$ cat src/include/uams_defs.vh
`ifndef UAMS_DEFS_VH
`define UAMS_DEFS_VH

// Register indices on the three register-select lines
`define UAMS_IDX_DATA   3'h0
`define UAMS_IDX_IER    3'h1
`define UAMS_IDX_IIR    3'h2
`define UAMS_IDX_LCR    3'h3
`define UAMS_IDX_MCR    3'h4
`define UAMS_IDX_LSR    3'h5
`define UAMS_IDX_MSR    3'h6

// Field positions
`define UAMS_LCR_DIV    7
`define UAMS_LCR_PEN    3
`define UAMS_LCR_EPS    4
`define UAMS_LCR_STB    2
`define UAMS_MCR_LOOP   4
`define UAMS_MCR_OUT2   3
`define UAMS_IER_MODEM  3
`define UAMS_IER_THRE   1
`define UAMS_IER_RDA    0
`define UAMS_LSR_DR     0
`define UAMS_LSR_THRE   5
`define UAMS_LSR_TEMT   6

// Reset values, masks and interrupt identification codes
`define UAMS_MCR_MASK   8'h1F
`define UAMS_IER_MASK   8'h0F
`define UAMS_ZERO8      8'h00
`define UAMS_DIV_RST    8'h0C
`define UAMS_IIR_NONE   8'h01
`define UAMS_IIR_RDA    8'h04
`define UAMS_IIR_THRE   8'h02
`define UAMS_IIR_MODEM  8'h00

// Baud timing: sixteen ticks of the divided clock per bit
`define UAMS_OVERSAMPLE 4'hF
`define UAMS_HALF_BIT   4'h7
// Last tick of a long stop: one and a half bits, or two bits
`define UAMS_STOP_1P5   5'h17
`define UAMS_STOP_2     5'h1F

// Transmit states
`define UAMS_TX_IDLE    3'h0
`define UAMS_TX_START   3'h1
`define UAMS_TX_DATA    3'h2
`define UAMS_TX_PAR     3'h3
`define UAMS_TX_STOP    3'h4

`endif

$ cat src/logic/uams_top.v
// Contract
// Wrap-mode writes to delta bits raise interrupt
// Host reprograms registers before clearing wrap
// Modem control top three bits read zero
// Delta bits set on change, clear on read
// Bits 0,1,3 flag CTS, DSR, carrier changes
// Bit 2 set on ringing trailing edge
// Any delta bit raises modem interrupt
// Bits 4-7 show inverted modem inputs
// Wrap mode mirrors modem control bits there
// First received bit lands in bit 0
// Transmit bit 0 goes out first
// System interrupt gated by aux output two
// Start, parity, stop bits added automatically
// Binary 1 is mark, 0 is space
// Selected when both highs high, low low
// Select and address latched by address strobe
// Either read strobe polarity reads register
// Either write strobe polarity writes register
// Host ties unused strobe companion inactive
// Host strobes address when lines unstable
// Divisor access bit extends register select
// Divisor access remaps offsets zero and one
// Wrap loops serial and modem lines internally
// Modem interrupt needs enable bit three
// Modem inputs synchronised before change detect
`timescale 1ns/1ns
`include "uams_defs.vh"

module uams_top (
    input  wire       mclk,
    input  wire       sys_rst,
    input  wire       chip_sel_hi_a,
    input  wire       chip_sel_hi_b,
    input  wire       chip_sel_low,
    input  wire       addr_latch_strobe_n,
    input  wire       reg_sel_bit0,
    input  wire       reg_sel_bit1,
    input  wire       reg_sel_bit2,
    input  wire       read_strobe_hi,
    input  wire       read_strobe_lo,
    input  wire       write_strobe_hi,
    input  wire       write_strobe_lo,
    input  wire [7:0] data_in,
    output reg  [7:0] data_out,
    output wire       data_oe,
    output wire       chip_sel_out,
    output wire       drv_disable,
    input  wire       serial_in,
    output wire       serial_out,
    input  wire       clear_to_send_n,
    input  wire       set_ready_n,
    input  wire       phone_ringing_n,
    input  wire       carrier_detect_n,
    output wire       term_ready_n,
    output wire       req_to_send_n,
    output wire       aux_out1_n,
    output wire       aux_out2_n,
    output wire       chip_irq,
    output wire       sys_irq
);
    reg  [7:0] ier_q, lcr_q, mcr_q, div_lo_q, div_hi_q, rbr_q, thr_q;
    reg  [3:0] delta_q;
    reg  [3:0] msync1_q, msync2_q, mprev_q;
    reg        sin1_q, sin2_q;
    reg        cs_lat_q;
    reg  [2:0] addr_lat_q;
    reg        rd_prev_q, wr_prev_q;
    reg        thr_full_q, dr_q, thre_ack_q;
    reg  [15:0] baud_q;
    reg  [3:0] rx_tick_q;
    reg  [2:0] rx_bit_q;
    reg  [1:0] rx_st_q;
    reg  [7:0] rx_shift_q;
    wire       tx_busy;

    wire loop = mcr_q[`UAMS_MCR_LOOP];
    wire divisor_access_sel = lcr_q[`UAMS_LCR_DIV];

    // Chip select decode and address-strobe transparent latch
    wire cs_now = chip_sel_hi_a & chip_sel_hi_b & ~chip_sel_low;
    always @(posedge mclk or posedge sys_rst) begin
        if (sys_rst) begin
            cs_lat_q   <= 1'b0;
            addr_lat_q <= 3'h0;
        end else if (!addr_latch_strobe_n) begin
            cs_lat_q   <= cs_now;
            addr_lat_q <= {reg_sel_bit2, reg_sel_bit1, reg_sel_bit0};
        end
    end
    // Strobe held low: latch is transparent, follow the pins directly
    wire       sel  = addr_latch_strobe_n ? cs_lat_q : cs_now;
    wire [2:0] addr = addr_latch_strobe_n ? addr_lat_q : {reg_sel_bit2, reg_sel_bit1, reg_sel_bit0};
    assign chip_sel_out = sel;

    // Either polarity counts; host keeps the unused one idle
    wire rd_lvl = sel & (read_strobe_hi | ~read_strobe_lo);
    wire wr_lvl = sel & (write_strobe_hi | ~write_strobe_lo);
    wire rd_end = rd_prev_q & ~rd_lvl;
    wire wr_go  = wr_lvl & ~wr_prev_q;
    assign data_oe     = rd_lvl;
    assign drv_disable = ~rd_lvl;

    // Decode with divisor-access bit folded in
    function [3:0] reg_idx;
        input       dl;
        input [2:0] a;
        begin
            reg_idx = {dl & (a[2:1] == 2'b00), a};
        end
    endfunction
    wire [3:0] ridx = reg_idx(divisor_access_sel, addr);
    wire rd_msr  = rd_end && ridx == {1'b0, `UAMS_IDX_MSR};
    wire rd_rbr  = rd_end && ridx == {1'b0, `UAMS_IDX_DATA};
    wire rd_iir  = rd_end && ridx == {1'b0, `UAMS_IDX_IIR};
    wire wr_thr  = wr_go && ridx == {1'b0, `UAMS_IDX_DATA};

    // Modem inputs: wrap feeds MODEM_CTRL_REG bits instead of pins
    wire [3:0] m_src = loop ? {mcr_q[3], mcr_q[2], mcr_q[0], mcr_q[1]}
                            : {~carrier_detect_n, ~phone_ringing_n, ~set_ready_n, ~clear_to_send_n};
    // Two-flop sync, edge detect on the settled copy only
    always @(posedge mclk or posedge sys_rst) begin
        if (sys_rst) begin
            msync1_q <= 4'h0;
            msync2_q <= 4'h0;
            mprev_q  <= 4'h0;
        end else begin
            msync1_q <= m_src;
            msync2_q <= msync1_q;
            mprev_q  <= msync2_q;
        end
    end
    wire [3:0] chg = msync2_q ^ mprev_q;
    wire [3:0] delta_set = {chg[3], mprev_q[2] & ~msync2_q[2], chg[1], chg[0]}; // see R5

    // Status mirror: wrap shows MODEM_CTRL_REG bits directly
    wire [3:0] msr_hi = loop ? {mcr_q[3], mcr_q[2], mcr_q[0], mcr_q[1]} : msync2_q; // see R8
    wire [7:0] modem_line_state = {msr_hi, delta_q};

    // Interrupt sources and priority (line status is not part of this block)
    wire thre_irq = ~thr_full_q & ~thre_ack_q;
    wire msi   = |delta_q;
    wire en_rd = ier_q[`UAMS_IER_RDA] & dr_q;
    wire en_th = ier_q[`UAMS_IER_THRE] & thre_irq;
    wire en_ms = ier_q[`UAMS_IER_MODEM] & msi;
    wire [7:0] iir = en_rd ? `UAMS_IIR_RDA : en_th ? `UAMS_IIR_THRE : en_ms ? `UAMS_IIR_MODEM : `UAMS_IIR_NONE;
    assign chip_irq = en_rd | en_th | en_ms;
    assign sys_irq  = chip_irq & mcr_q[`UAMS_MCR_OUT2];

    // Register writes; hardware set of a delta bit beats read clear
    always @(posedge mclk or posedge sys_rst) begin
        if (sys_rst) begin
            ier_q      <= `UAMS_ZERO8;
            lcr_q      <= `UAMS_ZERO8;
            mcr_q      <= `UAMS_ZERO8;
            div_lo_q   <= `UAMS_DIV_RST;
            div_hi_q   <= `UAMS_ZERO8;
            thr_q      <= `UAMS_ZERO8;
            delta_q    <= 4'h0;
            rd_prev_q  <= 1'b0;
            wr_prev_q  <= 1'b0;
            thre_ack_q <= 1'b0;
        end else begin
            rd_prev_q <= rd_lvl;
            wr_prev_q <= wr_lvl;
            delta_q   <= (rd_msr ? 4'h0 : delta_q) | delta_set;
            if (rd_iir && iir == `UAMS_IIR_THRE)
                thre_ack_q <= 1'b1;
            if (wr_go) begin
                case (ridx)
                    {1'b0, `UAMS_IDX_DATA}: begin
                        thr_q      <= data_in;
                        thre_ack_q <= 1'b0;
                    end
                    {1'b0, `UAMS_IDX_IER}: ier_q <= data_in & `UAMS_IER_MASK;
                    {1'b1, `UAMS_IDX_DATA}: div_lo_q <= data_in;
                    {1'b1, `UAMS_IDX_IER}:  div_hi_q <= data_in;
                    {1'b0, `UAMS_IDX_LCR}, {1'b1, `UAMS_IDX_LCR}: lcr_q <= data_in;
                    {1'b0, `UAMS_IDX_MCR}, {1'b1, `UAMS_IDX_MCR}: mcr_q <= data_in & `UAMS_MCR_MASK;
                    // Test path: in wrap a write may set delta bits
                    {1'b0, `UAMS_IDX_MSR}, {1'b1, `UAMS_IDX_MSR}:
                        if (loop) delta_q <= delta_q | data_in[3:0] | delta_set;
                    default: ;
                endcase
            end
        end
    end

    // Read data is reloaded from flops on every clock, whether or not the strobe is active
    always @(posedge mclk or posedge sys_rst) begin
        if (sys_rst) begin
            data_out <= `UAMS_ZERO8;
        end else begin
            case (ridx)
                {1'b0, `UAMS_IDX_DATA}: data_out <= rbr_q;
                {1'b0, `UAMS_IDX_IER}:  data_out <= ier_q;
                {1'b1, `UAMS_IDX_DATA}: data_out <= div_lo_q;
                {1'b1, `UAMS_IDX_IER}:  data_out <= div_hi_q;
                {1'b0, `UAMS_IDX_IIR}, {1'b1, `UAMS_IDX_IIR}: data_out <= iir;
                {1'b0, `UAMS_IDX_LCR}, {1'b1, `UAMS_IDX_LCR}: data_out <= lcr_q;
                {1'b0, `UAMS_IDX_MCR}, {1'b1, `UAMS_IDX_MCR}: data_out <= mcr_q & `UAMS_MCR_MASK;
                {1'b0, `UAMS_IDX_LSR}, {1'b1, `UAMS_IDX_LSR}:
                    data_out <= {1'b0, ~thr_full_q & ~tx_busy, ~thr_full_q, 4'h0, dr_q};
                {1'b0, `UAMS_IDX_MSR}, {1'b1, `UAMS_IDX_MSR}: data_out <= modem_line_state;
                default: data_out <= `UAMS_ZERO8;
            endcase
        end
    end

    // Baud divider: one enable pulse per sixteenth of a bit
    wire [15:0] divisor = {div_hi_q, div_lo_q};
    wire        tick    = (baud_q == 16'h0001) || (divisor <= 16'h0001);
    always @(posedge mclk or posedge sys_rst) begin
        if (sys_rst)
            baud_q <= 16'h0000;
        else if (baud_q <= 16'h0001)
            baud_q <= divisor;
        else
            baud_q <= baud_q - 16'h0001;
    end

    // Holding register hands one character to the shifter
    wire tx_line;
    wire tx_load = thr_full_q & ~tx_busy;
    always @(posedge mclk or posedge sys_rst) begin
        if (sys_rst)
            thr_full_q <= 1'b0;
        else if (wr_thr)
            thr_full_q <= 1'b1;
        else if (tx_load)
            thr_full_q <= 1'b0;
    end

    uams_tx_shift u_tx (
        .mclk      (mclk),
        .sys_rst   (sys_rst),
        .tick      (tick),
        .load      (tx_load),
        .char_in   (thr_q),
        .word_len  (lcr_q[1:0]),
        .par_en    (lcr_q[`UAMS_LCR_PEN]),
        .par_even  (lcr_q[`UAMS_LCR_EPS]),
        .stop_long (lcr_q[`UAMS_LCR_STB]),
        .busy      (tx_busy),
        .line_q    (tx_line)
    );
    // Wrap holds the pin at mark and loops the shifter inward
    assign serial_out = loop ? 1'b1 : tx_line; // see R23
    assign term_ready_n  = ~mcr_q[0];
    assign req_to_send_n = ~mcr_q[1];
    assign aux_out1_n    = ~mcr_q[2];
    assign aux_out2_n    = ~mcr_q[3];

    // Receiver: mid-bit sampling, no parity or framing checks here
    wire rx_pin = loop ? tx_line : sin2_q;
    wire [2:0] rx_last = {1'b1, lcr_q[1:0]};
    always @(posedge mclk or posedge sys_rst) begin
        if (sys_rst) begin
            sin1_q     <= 1'b1;
            sin2_q     <= 1'b1;
            rx_st_q    <= 2'h0;
            rx_tick_q  <= 4'h0;
            rx_bit_q   <= 3'h0;
            rx_shift_q <= 8'h00;
            rbr_q      <= 8'h00;
            dr_q       <= 1'b0;
        end else begin
            sin1_q <= serial_in;
            sin2_q <= sin1_q;
            if (rd_rbr)
                dr_q <= 1'b0;
            if (tick) begin
                rx_tick_q <= rx_tick_q + 4'h1;
                case (rx_st_q)
                    2'h0: begin
                        rx_tick_q <= 4'h0;
                        if (!rx_pin) rx_st_q <= 2'h1;
                    end
                    2'h1: if (rx_tick_q == `UAMS_HALF_BIT) begin
                        rx_tick_q <= 4'h0;
                        rx_bit_q  <= 3'h0;
                        rx_st_q   <= rx_pin ? 2'h0 : 2'h2;
                    end
                    2'h2: if (rx_tick_q == `UAMS_OVERSAMPLE) begin
                        rx_shift_q <= {rx_pin, rx_shift_q[7:1]};
                        rx_bit_q   <= rx_bit_q + 3'h1;
                        if (rx_bit_q == rx_last) rx_st_q <= 2'h3;
                    end
                    2'h3: if (rx_tick_q == `UAMS_OVERSAMPLE) begin
                        // Right-justify so first bit sits in bit 0
                        rbr_q   <= rx_shift_q >> (3'h7 - rx_last);
                        dr_q    <= 1'b1;
                        rx_st_q <= 2'h0;
                    end
                    default: rx_st_q <= 2'h0;
                endcase
            end
        end
    end
endmodule // uams_top

$ cat src/logic/uams_tx_shift.v
`timescale 1ns/1ns
`include "uams_defs.vh"

// Character serialiser: start, data LSB first, optional parity, stop bits
module uams_tx_shift (
    input  wire       mclk,
    input  wire       sys_rst,
    input  wire       tick,
    input  wire       load,
    input  wire [7:0] char_in,
    input  wire [1:0] word_len,
    input  wire       par_en,
    input  wire       par_even,
    input  wire       stop_long,
    output wire       busy,
    output reg        line_q
);
    reg [2:0] state_q;
    reg [7:0] shift_q;
    reg [2:0] bit_q;
    reg [4:0] tick_q;
    reg       par_q;
    wire [2:0] last_bit = {1'b1, word_len};
    // One and a half stop bits for five-bit words, else two
    wire [4:0] stop_ticks = (word_len == 2'h0) ? `UAMS_STOP_1P5 : `UAMS_STOP_2;
    // Long stop counts its own span; every other bit is sixteen ticks
    wire       long_stop  = (state_q == `UAMS_TX_STOP) && stop_long;
    wire       bit_more   = long_stop ? (tick_q != stop_ticks) : (tick_q[3:0] != `UAMS_OVERSAMPLE);

    assign busy = (state_q != `UAMS_TX_IDLE);

    // Bit sequencer; an idle line rests at mark (binary 1)
    always @(posedge mclk or posedge sys_rst) begin
        if (sys_rst) begin
            state_q <= `UAMS_TX_IDLE;
            shift_q <= 8'h00;
            bit_q   <= 3'h0;
            tick_q  <= 5'h00;
            par_q   <= 1'b0;
            line_q  <= 1'b1;
        end else if (state_q == `UAMS_TX_IDLE) begin
            if (load) begin
                shift_q <= char_in;
                par_q   <= ~par_even;
                state_q <= `UAMS_TX_START;
                tick_q  <= 5'h00;
                line_q  <= 1'b0;
            end
        end else if (tick) begin
            if (bit_more) begin
                tick_q <= tick_q + 5'h01;
            end else begin
                tick_q <= 5'h00;
                case (state_q)
                    `UAMS_TX_START: begin
                        state_q <= `UAMS_TX_DATA;
                        bit_q   <= 3'h0;
                        line_q  <= shift_q[0];
                        par_q   <= par_q ^ shift_q[0];
                    end
                    `UAMS_TX_DATA: begin
                        if (bit_q == last_bit) begin
                            state_q <= par_en ? `UAMS_TX_PAR : `UAMS_TX_STOP;
                            line_q  <= par_en ? par_q : 1'b1;
                        end else begin
                            bit_q   <= bit_q + 3'h1;
                            shift_q <= {1'b0, shift_q[7:1]};
                            line_q  <= shift_q[1];
                            par_q   <= par_q ^ shift_q[1];
                        end
                    end
                    `UAMS_TX_PAR: begin
                        state_q <= `UAMS_TX_STOP;
                        line_q  <= 1'b1;
                    end
                    `UAMS_TX_STOP: state_q <= `UAMS_TX_IDLE;
                    default: state_q <= `UAMS_TX_IDLE;
                endcase
            end
        end
    end
endmodule // uams_tx_shift

$ cat config.mk
export PLATFORM = sky130hd
export DESIGN_NAME = uams_top
export DESIGN_NICKNAME = d
export VERILOG_FILES = /design/src/logic/uams_top.v /design/src/logic/uams_tx_shift.v
export VERILOG_INCLUDE_DIRS = /design/src /design/src/include
export SDC_FILE = /design/constraint.sdc
export NUM_CORES = 1
export LEC_CHECK = 0
export BUFFER_PORTS_ARGS = -buffer_cell sky130_fd_sc_hd__buf_2
export CELL_PAD_IN_SITES_DETAIL_PLACEMENT = 0
export CELL_PAD_IN_SITES_GLOBAL_PLACEMENT = 1
export CORE_MARGIN = 5
export CORE_UTILIZATION = 25
export DETAILED_ROUTE_END_ITERATION = 10
export GPL_TIMING_DRIVEN = 0
export PLACE_DENSITY_LB_ADDON = 0.1
export SLEW_MARGIN = 20
export SYNTH_ARGS = -nofsm -noshare
export SYNTH_HDL_FRONTEND = slang
export SYNTH_SLANG_ARGS = --single-unit
$ cat constraint.sdc
create_clock -name mclk -period 5.8 [get_ports mclk]
set_clock_uncertainty 0.1 [all_clocks]
set_input_delay 0.58 -clock mclk [delete_from_list [all_inputs] [get_ports mclk]]
set_output_delay 0.58 -clock mclk [all_outputs]
set_load 0.02 [all_outputs]
Word level (Yosys, flattened, before mapping). Index checks and enable logic that the tools add are counted.

$add $sub $neg: 6. Order comparisons: 2. Equal/unequal tests: 39. Shift-type cells: 1. Muxes and demuxes: 69. Bitwise gates (word level): 45. Reduce and logical (&&, ||, !) cells: 42.

Operator list (count): 8-bit case mux with 9 select lines (1); 8-bit 2-to-1 mux (6); 3-bit 2-to-1 mux (11); 4-bit == test, second input constant (8); 16-bit by 1-bit less-or-equal comparator with 1-bit output, second input constant (2); 4-bit 2-to-1 mux (8); 1-bit 2-to-1 mux (24); 5-bit 2-to-1 mux (4); 1-bit inverter (20); 16-bit by 1-bit == test with 1-bit output, second input constant (1); 4-bit by 3-bit == test with 1-bit output, second input constant (4); 16-bit 2-to-1 mux (1); 2-bit inequality test, second input constant (8); 16-bit by 1-bit subtractor with 16-bit output, second input constant (1); 1-bit AND (15); 5-bit AND reduction (3); 2-bit 2-to-1 mux (7); 2-bit AND reduction (7); 4-bit OR (3); 3-bit case mux with 2 select lines (2); 4-bit AND reduction (3); 2-bit nonzero test (5); 2-bit OR reduction (5); 3-bit by 2-bit == test with 1-bit output, second input constant (3); other kinds (35) (52).

Register bits after elaboration: 138. Bits of input ports: 26. Output and inout bits: 18. Logic and storage cells: 236.

Logic depth before layout (Yosys ltp). Gate-level depths: netlist of run 1.

Depth in word-level cells: 12. Mapped depth: 8. Mapped depth without buffers: 7.

Cells and area by module. A second synthesis of run 1 with hierarchy kept.

Cell total of the unflattened synthesis: 614. Area total of the unflattened synthesis: 6776.5 µm².

By module, submodules not included: uams_top (instances 1, cells each 493, area each 5532.8 µm², seq. area each 2932.8 µm²); uams_tx_shift (instances 1, cells each 121, area each 1243.7 µm², seq. area each 526.8 µm²).

Least setup slack after synthesis of run 1. OpenSTA, ideal clock, no wires.

Kind: input to output. From: in addr_latch_strobe_n. To: out data_oe. Data arrival time: 1.734 ns. Required time: 5.120 ns. Path slack: 3.386 ns. Stages on the path: 4. Buffers on the path: 1. Cells stage by stage: buf_6 > and4bb_2 > o22ai_1 > inv_1.

Longest elaborated chain between the ends: 2.

Ends and longest elaborated chain: start, declared (RTL line uams_top.v:36) `input wire addr_latch_strobe_n,`; 1-bit 2-to-1 mux; 1-bit AND (RTL line uams_top.v:97) `wire rd_lvl = sel & (read_strobe_hi | ~read_strobe_lo);`; end, declared (RTL line uams_top.v:46) `output wire data_oe,`.

No other way between the ends.

Final worst setup path of run 1.
From: reg div_lo_q[1]. To: reg rbr_q[2].

Longest elaborated chain between the ends: 3.

Ends and longest elaborated chain: start, declared (RTL line uams_top.v:62) `reg [7:0] ier_q, lcr_q, mcr_q, div_lo_q, div_hi_q, rbr_q, thr_q;`; start signal, assigned (RTL line uams_top.v:156) `` div_lo_q <= `UAMS_DIV_RST; ``; start signal, assigned (RTL line uams_top.v:176) `` {1'b1, `UAMS_IDX_DATA}: div_lo_q <= data_in; ``; 16-bit by 1-bit less-or-equal comparator with 1-bit output (RTL line uams_top.v:212) `wire tick = (baud_q == 16'h0001) || (divisor <= 16'h0001);`; 1-bit logical OR (RTL line uams_top.v:212); 3-bit AND reduction (no source line); end signal, assigned (RTL line uams_top.v:291) `rbr_q <= rx_shift_q >> (3'h7 - rx_last);`; end, declared (RTL line uams_top.v:62).

No other way between the ends. A chain may end at the register's enable or synchronous reset.

==> results of run 1 <==
## cell usage in the layout, fill, tap and decap left out, types with 4 or more instances in the layout
cell type and count:
clkinvlp_4 5, clkbuf_1 15, a222oi_1 6, mux2i_1 16, nand2_1 59, nor2b_1 4
nor3_1 13, inv_1 24, xnor2_1 9, nand4_1 7, a22oi_1 6, a21oi_1 37
buf_2 48, dfstp_2 5, o21ai_0 16, xor2_1 13, nand3_1 24, and3_1 8
mux2_2 76, or4_1 4, a31oi_1 6, a21o_1 4, nor4_1 7, dfrtp_1 133
nor2_1 38, clkbuf_16 17, ha_1 10
## registers in the layout (all words and copies together), names as in the netlist, 3 cells and up, named ones only
signal,cells
addr_lat_q,3
rx_bit_q,3
u_tx.state_q,3
u_tx.tick_q,5
baud_q,16
u_tx.shift_q,8
lcr_q,8
data_out,8
div_hi_q,8
ier_q,4
mcr_q,5
msync1_q,4
delta_q,4
rx_shift_q,8
rbr_q,8
thr_q,8
div_lo_q,8
mprev_q,4
msync2_q,4
rx_tick_q,4
u_tx.bit_q,3
## worst reg2reg max path, stage by stage, from the launching register on
cell     delay (ps)
dfrtp_1         430
nor4_1          390
nand4_1         510
nand2_1         380
and3_1          200
buf_2           260
mux2_2          370
## layer usage
metal / global-route usage / wire length [um] / part of all wire / up-vias
met2: 0.204 / 9090 / 0.46 / 98
met4: 0.0448 / 459 / 0.023 / 0
met3: 0.0272 / 761 / 0.039 / 26
met1: 0.181 / 9440 / 0.48 / 2557
li1: - / - / - / 2418
met5: 0 / 0 / 0 / -
## metrics by stage
stage | hold WS, ps | worst slack, ps | utilization | power [uW] | cell area [um^2]
global placement | 233 | -616 | 0.280 | 2450 | 7580
floorplan | 231 | 1430 | - | 2130 | 6900
global route | 76.4 | 2960 | 0.304 | 3820 | 8230
detailed placement | 236 | 3090 | 0.281 | 2480 | 7610
finish | 38.9 | 3060 | 0.304 | 3590 | 8230
CTS | 55.8 | 3070 | 0.304 | 3640 | 8230
## final timing paths
kind / start / end / depth (start not counted) / slack (ps)
setup reg to reg: div_lo_q[1]$_DFFE_PP0P_ / rbr_q[2]$_DFFE_PP0P_ / 6 / 3060
hold / removal: sys_rst / baud_q[0]$_DFF_PP0_ / 2 / 40
hold reg to reg: msync1_q[0]$_DFF_PP0_ / msync2_q[0]$_DFF_PP0_ / 0 / 250
min in group mclk: serial_in / sin1_q$_DFF_PP1_ / 1 / 150
setup / recovery: div_lo_q[1]$_DFFE_PP0P_ / rbr_q[2]$_DFFE_PP0P_ / 6 / 3060
max in group asynchronous: sys_rst / u_tx.line_q$_DFFE_PP1P_ / 3 / 4760
## kinds of logic after synthesis
kind of cell             count (synthesis)  synth area share
AND/OR/NAND/NOR                        198             0.156
flip-flops                             138             0.501
AO/OA/AOI/OAI                          110             0.108
multiplexers                            95             0.157
buffers and inverters                   51            0.0321
XOR/XNOR                                22            0.0279
adder cells (fa/ha/maj)                 10            0.0181
## layout make-up
class	instances	area share
clock buffer	22	0.0576
tap	372	0.0566
multi-input combinational	435	0.391
timing repair buffer	43	0.0289
buffer	23	0.0141
clock inverter	10	0.0172
sequential	138	0.420
inverter	28	0.0137
## power breakdown
group          switching (uW)  leakage [uW]  internal (uW)
registers                 205       0.00178           1170
clock network             432      0.000285            711
logic                     635       0.00164            435
total                    1270       0.00370           2320
==> metrics.csv, run 1 <==
stage,metric,value,unit
worst_setup_path,worstPathCellList,nor4_1 > nand4_1 > nand2_1 > and3_1 > buf_2 > mux2_2,
logic_synthesis,synth_fp_nets,660,
timing,slew_violations,0,
timing,fmax,364,MHz
worst_setup_path,end_kind,flop,
die,core,27100,um^2
global_route,antenna_found_initial,0,
logic_synthesis,ys_ff_latch,138,
logic_synthesis,yosys.area.top_type,dfrtp_1,
logic_synthesis,ys_seq_area_frac,0.501,
clock_tree,clock-sinks,138,
routing,wire_per_inst,18.4,um
worst_setup_path,critPathMaxStageDelay,510,ps
power_and_ir_drop,power_leakage,0.00370,uW
cells_and_area,syn_to_final_growth,19.2,%
cells_and_area,num_antenna_cells,0,
timing,final.period_utilization,0.473,
run,drv_cap,0,
die,initial_core_util,0.255,
placement,hpwl,14300,um
die,placementRows,60,
timing,hold_viol_final,0,
clock_tree,clock_latency,430,ps
logic_synthesis,async_flop_share,1.00,
cells_and_area,nets,722,
global_route,grt_pass1_vias,5441,
clock_tree,cts_tree,yes,
clock_tree,clk_path_buf_depth,2,
logic_synthesis,synth_top_area_frac,0.482,
global_route,grt_overflow,0,
timing,finalCriticalPeriod,2740,ps
clock_tree,cts_root_buf,clkbuf_16,
clock_tree,post_cts_resized,0,
global_route,grt_pass1_wl,31700,um
die,die_h,176,um
logic_synthesis,synthTopCellsByCount,"dfrtp_1, mux2_2, nand2_1",
timing,slew_headroom,0.534,
logic_synthesis,syn_inst,624,
cells_and_area,multiInputGateArea,3220,um^2
logic_synthesis,yosysWarnings,0,
placement,placedCellCount,1039,
cells_and_area,drive_gt1_frac,0.275,
worst_setup_path,cpMaxStageDelayCell,nand4_1,
clock_tree,htreeDepth,4,
global_route,grt_usage,0.131,
cells_and_area,regArea,3460,um^2
die,pin_count,44,
worst_setup_path,required,6000,ps
power_and_ir_drop,peakVddDrop,0.127,mV
die,die_w,176,um
clock_tree,post_cts_buffers,0,
logic_synthesis,yosysUniqueCellTypes,71,
timing,setup_tns,0,ps
placement,io_buffer_count,42,
cells_and_area,instances_no_fill,1071,
global_route,grt_max_degree,90,
worst_setup_path,path_class,flop to flop,
timing,finalSetupViolCount,0,
logic_synthesis,synthFlopType,dfrtp_1,
routing,drt-vias-per-instance,4.76,
worst_setup_path,path_max_fanout,9,
timing,worstMarginPinSlew,693,ps
min_path,min_path_type,input pin to asynchronous set/reset pin,
status,status,"complete, no violations",
routing,num_vias,5099,
worst_setup_path,path_buf_inv,1,
clock_tree,cts_hold_buf,0,
routing,dr.pass1.iters,5,
routing,drt-total-wl,19700,um
logic_synthesis,synth_area,6900,um^2
cells_and_area,nFillCells,2844,
logic_synthesis,yosysMostFrequentCell,dfrtp_1,
routing,drtIter0Drc,322,
timing,rsz0062_at_grt,no,
worst_setup_path,arrival,2940,ps
routing,drc,0,
placement,finalWeightedCongestion,0.766,
clock_tree,cts_buffers,17,
logic_synthesis,avgSynthCellArea,11.1,um^2
worst_setup_path,cp_top_family,simple AND/OR/NAND/NOR gates,
die,dieArea,31000,um^2
worst_setup_path,start_kind,flop,
power_and_ir_drop,power_density,436,nW/um^2
routing,postRouteAntennaNets,0,
logic_synthesis,synth_edf_count,0,
clock_tree,clk_pin_slew,70,ps
logic_synthesis,synth_area_leaders,"dfrtp_1, mux2_2, nand2_1, a21oi_1, mux2i_1",
(Power assumes the default switching activity.)
==> run 2: changes to the inputs <==
==> constraint.sdc (replaced) <==
create_clock -name mclk -period 2.8 [get_ports mclk]
set_clock_uncertainty 0.1 [all_clocks]
set_input_delay 0.28 -clock mclk [delete_from_list [all_inputs] [get_ports mclk]]
set_output_delay 0.28 -clock mclk [all_outputs]
set_load 0.02 [all_outputs]
==> run 2 against run 1 <==
  * Flip-flop and latch count unchanged
  * Non-clock buffer count increased by 10
  * Register-to-register slack worse by 3000 ps
  * Combinational power grew 110%
  * Final cell count is 0.93% higher
  * Clock-buffer cell count shrank 1
  * Critical path depth unchanged
  * Critical endpoint is now u_tx.bit_q[0]$_DFFE_PP0P_
  * Final area up 1.7%
  * Clock power up 110%
  * Worst setup slack lost 3000 ps
  * Fmax increased by 0.14%
  * Wire length is 0.38% higher
  * Largest power group unchanged
==> metrics.csv, run 2 (synthesized netlist as in run 1, its figures left out) <==
stage,metric,value,unit,change
worst_setup_path,cp_top_family,simple AND/OR/NAND/NOR gates,,unchanged
cells_and_area,syn_to_final_growth,21.3,%,was 19.2%
global_route,grt_pass1_wl,31900,um,was 31700 um
global_route,grt_usage,0.132,,was 0.131
power_and_ir_drop,total_power,7510,uW,was 3590 uW
worst_setup_path,arrival,2940,ps,about the same
clock_tree,clk_pin_slew,60,ps,was 70 ps
die,initial_core_util,0.255,,unchanged
clock_tree,cts_hold_buf,6,,was 0
worst_setup_path,end_kind,flop,,unchanged
cells_and_area,nets,732,,was 722
timing,rsz0062_at_grt,no,,unchanged
clock_tree,cts_root_buf,clkbuf_16,,unchanged
timing,setup_tns,0,ps,unchanged
die,die_h,176,um,unchanged
die,placementRows,60,,unchanged
worst_setup_path,path_buf_inv,1,,unchanged
routing,drc,0,,unchanged
cells_and_area,instances_no_fill,1081,,was 1071
power_and_ir_drop,peakVddDrop,0.352,mV,was 0.127 mV
cells_and_area,drive_gt1_frac,0.276,,was 0.275
worst_setup_path,start_kind,flop,,unchanged
timing,hold_viol_final,0,,unchanged
global_route,grt_pass1_vias,5388,,was 5441
cells_and_area,regMostFlops,baud_q,,unchanged
timing,slew_headroom,0.553,,was 0.534
routing,drt-total-wl,19800,um,was 19700 um
timing,fmax,365,MHz,was 364 MHz
routing,dr.pass1.iters,6,,was 5
worst_setup_path,cpMaxStageDelayCell,nand4_1,,unchanged
clock_tree,cts_tree,yes,,unchanged
status,status,"complete, no violations",,unchanged
timing,slew_violations,0,,unchanged
cells_and_area,num_antenna_cells,0,,unchanged
clock_tree,post_cts_buffers,0,,unchanged
clock_tree,post_cts_resized,0,,unchanged
timing,finalSetupViolCount,0,,unchanged
die,die_w,176,um,unchanged
timing,final.period_utilization,0.979,,was 0.473
routing,postRouteAntennaNets,0,,unchanged
min_path,min_path_type,input pin to flop,,was input pin to asynchronous set/reset pin
routing,wire_per_inst,18.3,um,was 18.4 um
clock_tree,cts_buffers,17,,unchanged
worst_setup_path,path_max_fanout,10,,was 9
routing,num_vias,5120,,was 5099
global_route,grt_overflow,0,,unchanged
cells_and_area,final_cell_mix,"dfrtp_1, mux2_2, nand2_1",,unchanged
cells_and_area,largest_reg_flops,16,,unchanged
worst_setup_path,critPathMaxStageDelay,480,ps,was 510 ps
power_and_ir_drop,power_leakage,0.00378,uW,was 0.00370 uW
timing,worstMarginPinSlew,666,ps,was 693 ps
worst_setup_path,required,3000,ps,was 6000 ps
routing,drt-vias-per-instance,4.74,,was 4.76
worst_setup_path,worstPathCellList,nor4_1 > nand4_1 > and2_4 > buf_6 > nor4_4 > mux2_2,,was nor4_1 > nand4_1 > nand2_1 > and3_1 > buf_2 > mux2_2
worst_setup_path,path_class,flop to flop,,unchanged
run,drv_cap,0,,unchanged
placement,hpwl,14900,um,was 14300 um
die,pin_count,44,,unchanged
cells_and_area,mostFrequentLayoutCell,dfrtp_1,,unchanged
power_and_ir_drop,power_density,897,nW/um^2,was 436 nW/um^2
global_route,antenna_found_initial,0,,unchanged
routing,drtIter0Drc,250,,was 322
clock_tree,htreeDepth,4,,unchanged
clock_tree,clock_latency,410,ps,was 430 ps
timing,finalCriticalPeriod,2740,ps,about the same
die,dieArea,31000,um^2,unchanged
placement,finalWeightedCongestion,0.760,,was 0.766
clock_tree,clock-sinks,138,,unchanged
die,core,27100,um^2,unchanged
placement,io_buffer_count,42,,unchanged
clock_tree,clk_path_buf_depth,2,,unchanged
placement,placedCellCount,1043,,was 1039
global_route,grt_max_degree,33,,was 90
==> run 2: changes by cell type in the layout (fill, tap and decap cells not counted), sizes merged <==
cell         before  now
clkinv            3    5
clkbuf           35   34
bufinv            3    4
buf              53   57
inv              27   28
dlygate4sd3       0    6
clkinvlp          5    2
==> run 2: worst reg2reg max path, delay by kind of cell (launching register included) <==
family                 cells  cell delay, ps
DFF                        1             430
muxes                      1             380
buffers and inverters      1             140
and+or+nand+nor            4            1580
==> run 2: worst paths after layout <==
check | from | to | slack, ps | cells past startpoint
setup / recovery | div_lo_q[1]$_DFFE_PP0P_ | u_tx.bit_q[0]$_DFFE_PP0P_ | 60 | 6
hold / removal | data_in[5] | div_hi_q[5]$_DFFE_PP0P_ | 120 | 2
setup reg to reg | div_lo_q[1]$_DFFE_PP0P_ | u_tx.bit_q[0]$_DFFE_PP0P_ | 60 | 6
hold reg to reg | msync1_q[1]$_DFF_PP0_ | msync2_q[1]$_DFF_PP0_ | 250 | 0
max in group asynchronous | sys_rst | u_tx.line_q$_DFFE_PP1P_ | 1430 | 6
min in group asynchronous | sys_rst | baud_q[15]$_DFF_PP0_ | 260 | 3
==> run 2: power breakdown <==
group / switching [uW] / internal [uW]
Combinational: 1310 / 916
Clock: 884 / 1540
Sequential: 430 / 2430
==> run 2: routing by layer <==
metal	wire length [um]	vias to the layer above	share of wire	track usage
met5	0	-	0	0
met4	122	0	0.0062	0.0247
met3	671	6	0.034	0.0276
met2	9510	80	0.48	0.213
met1	9520	2610	0.48	0.184
li1	-	2424	-	-
==> run 2: per-stage QoR <==
step,instance area (um^2),worst slack [ps],utilization,hold WS (ps)
3_3_place_gp,7580,-368,0.280,234
3_5_place_dp,7680,122,0.283,149
2_1_floorplan,6910,629,-,184
5_1_grt,8370,7.54,0.309,104
6_report,8370,59.2,0.309,119
4_1_cts,8370,115,0.309,93.4
==> run 2: cell type report <==
| class | instances | area, um^2 |
|---|---|---|
| well taps | 372 | 465 |
| clock inverters | 11 | 169 |
| inverters | 28 | 109 |
| fillers | 2801 | 18700 |
| multi-input cells | 435 | 3220 |
| plain buffers | 23 | 116 |
| repair buffers | 53 | 370 |
| clock buffers | 21 | 460 |
| flip-flops and latches | 138 | 3460 |
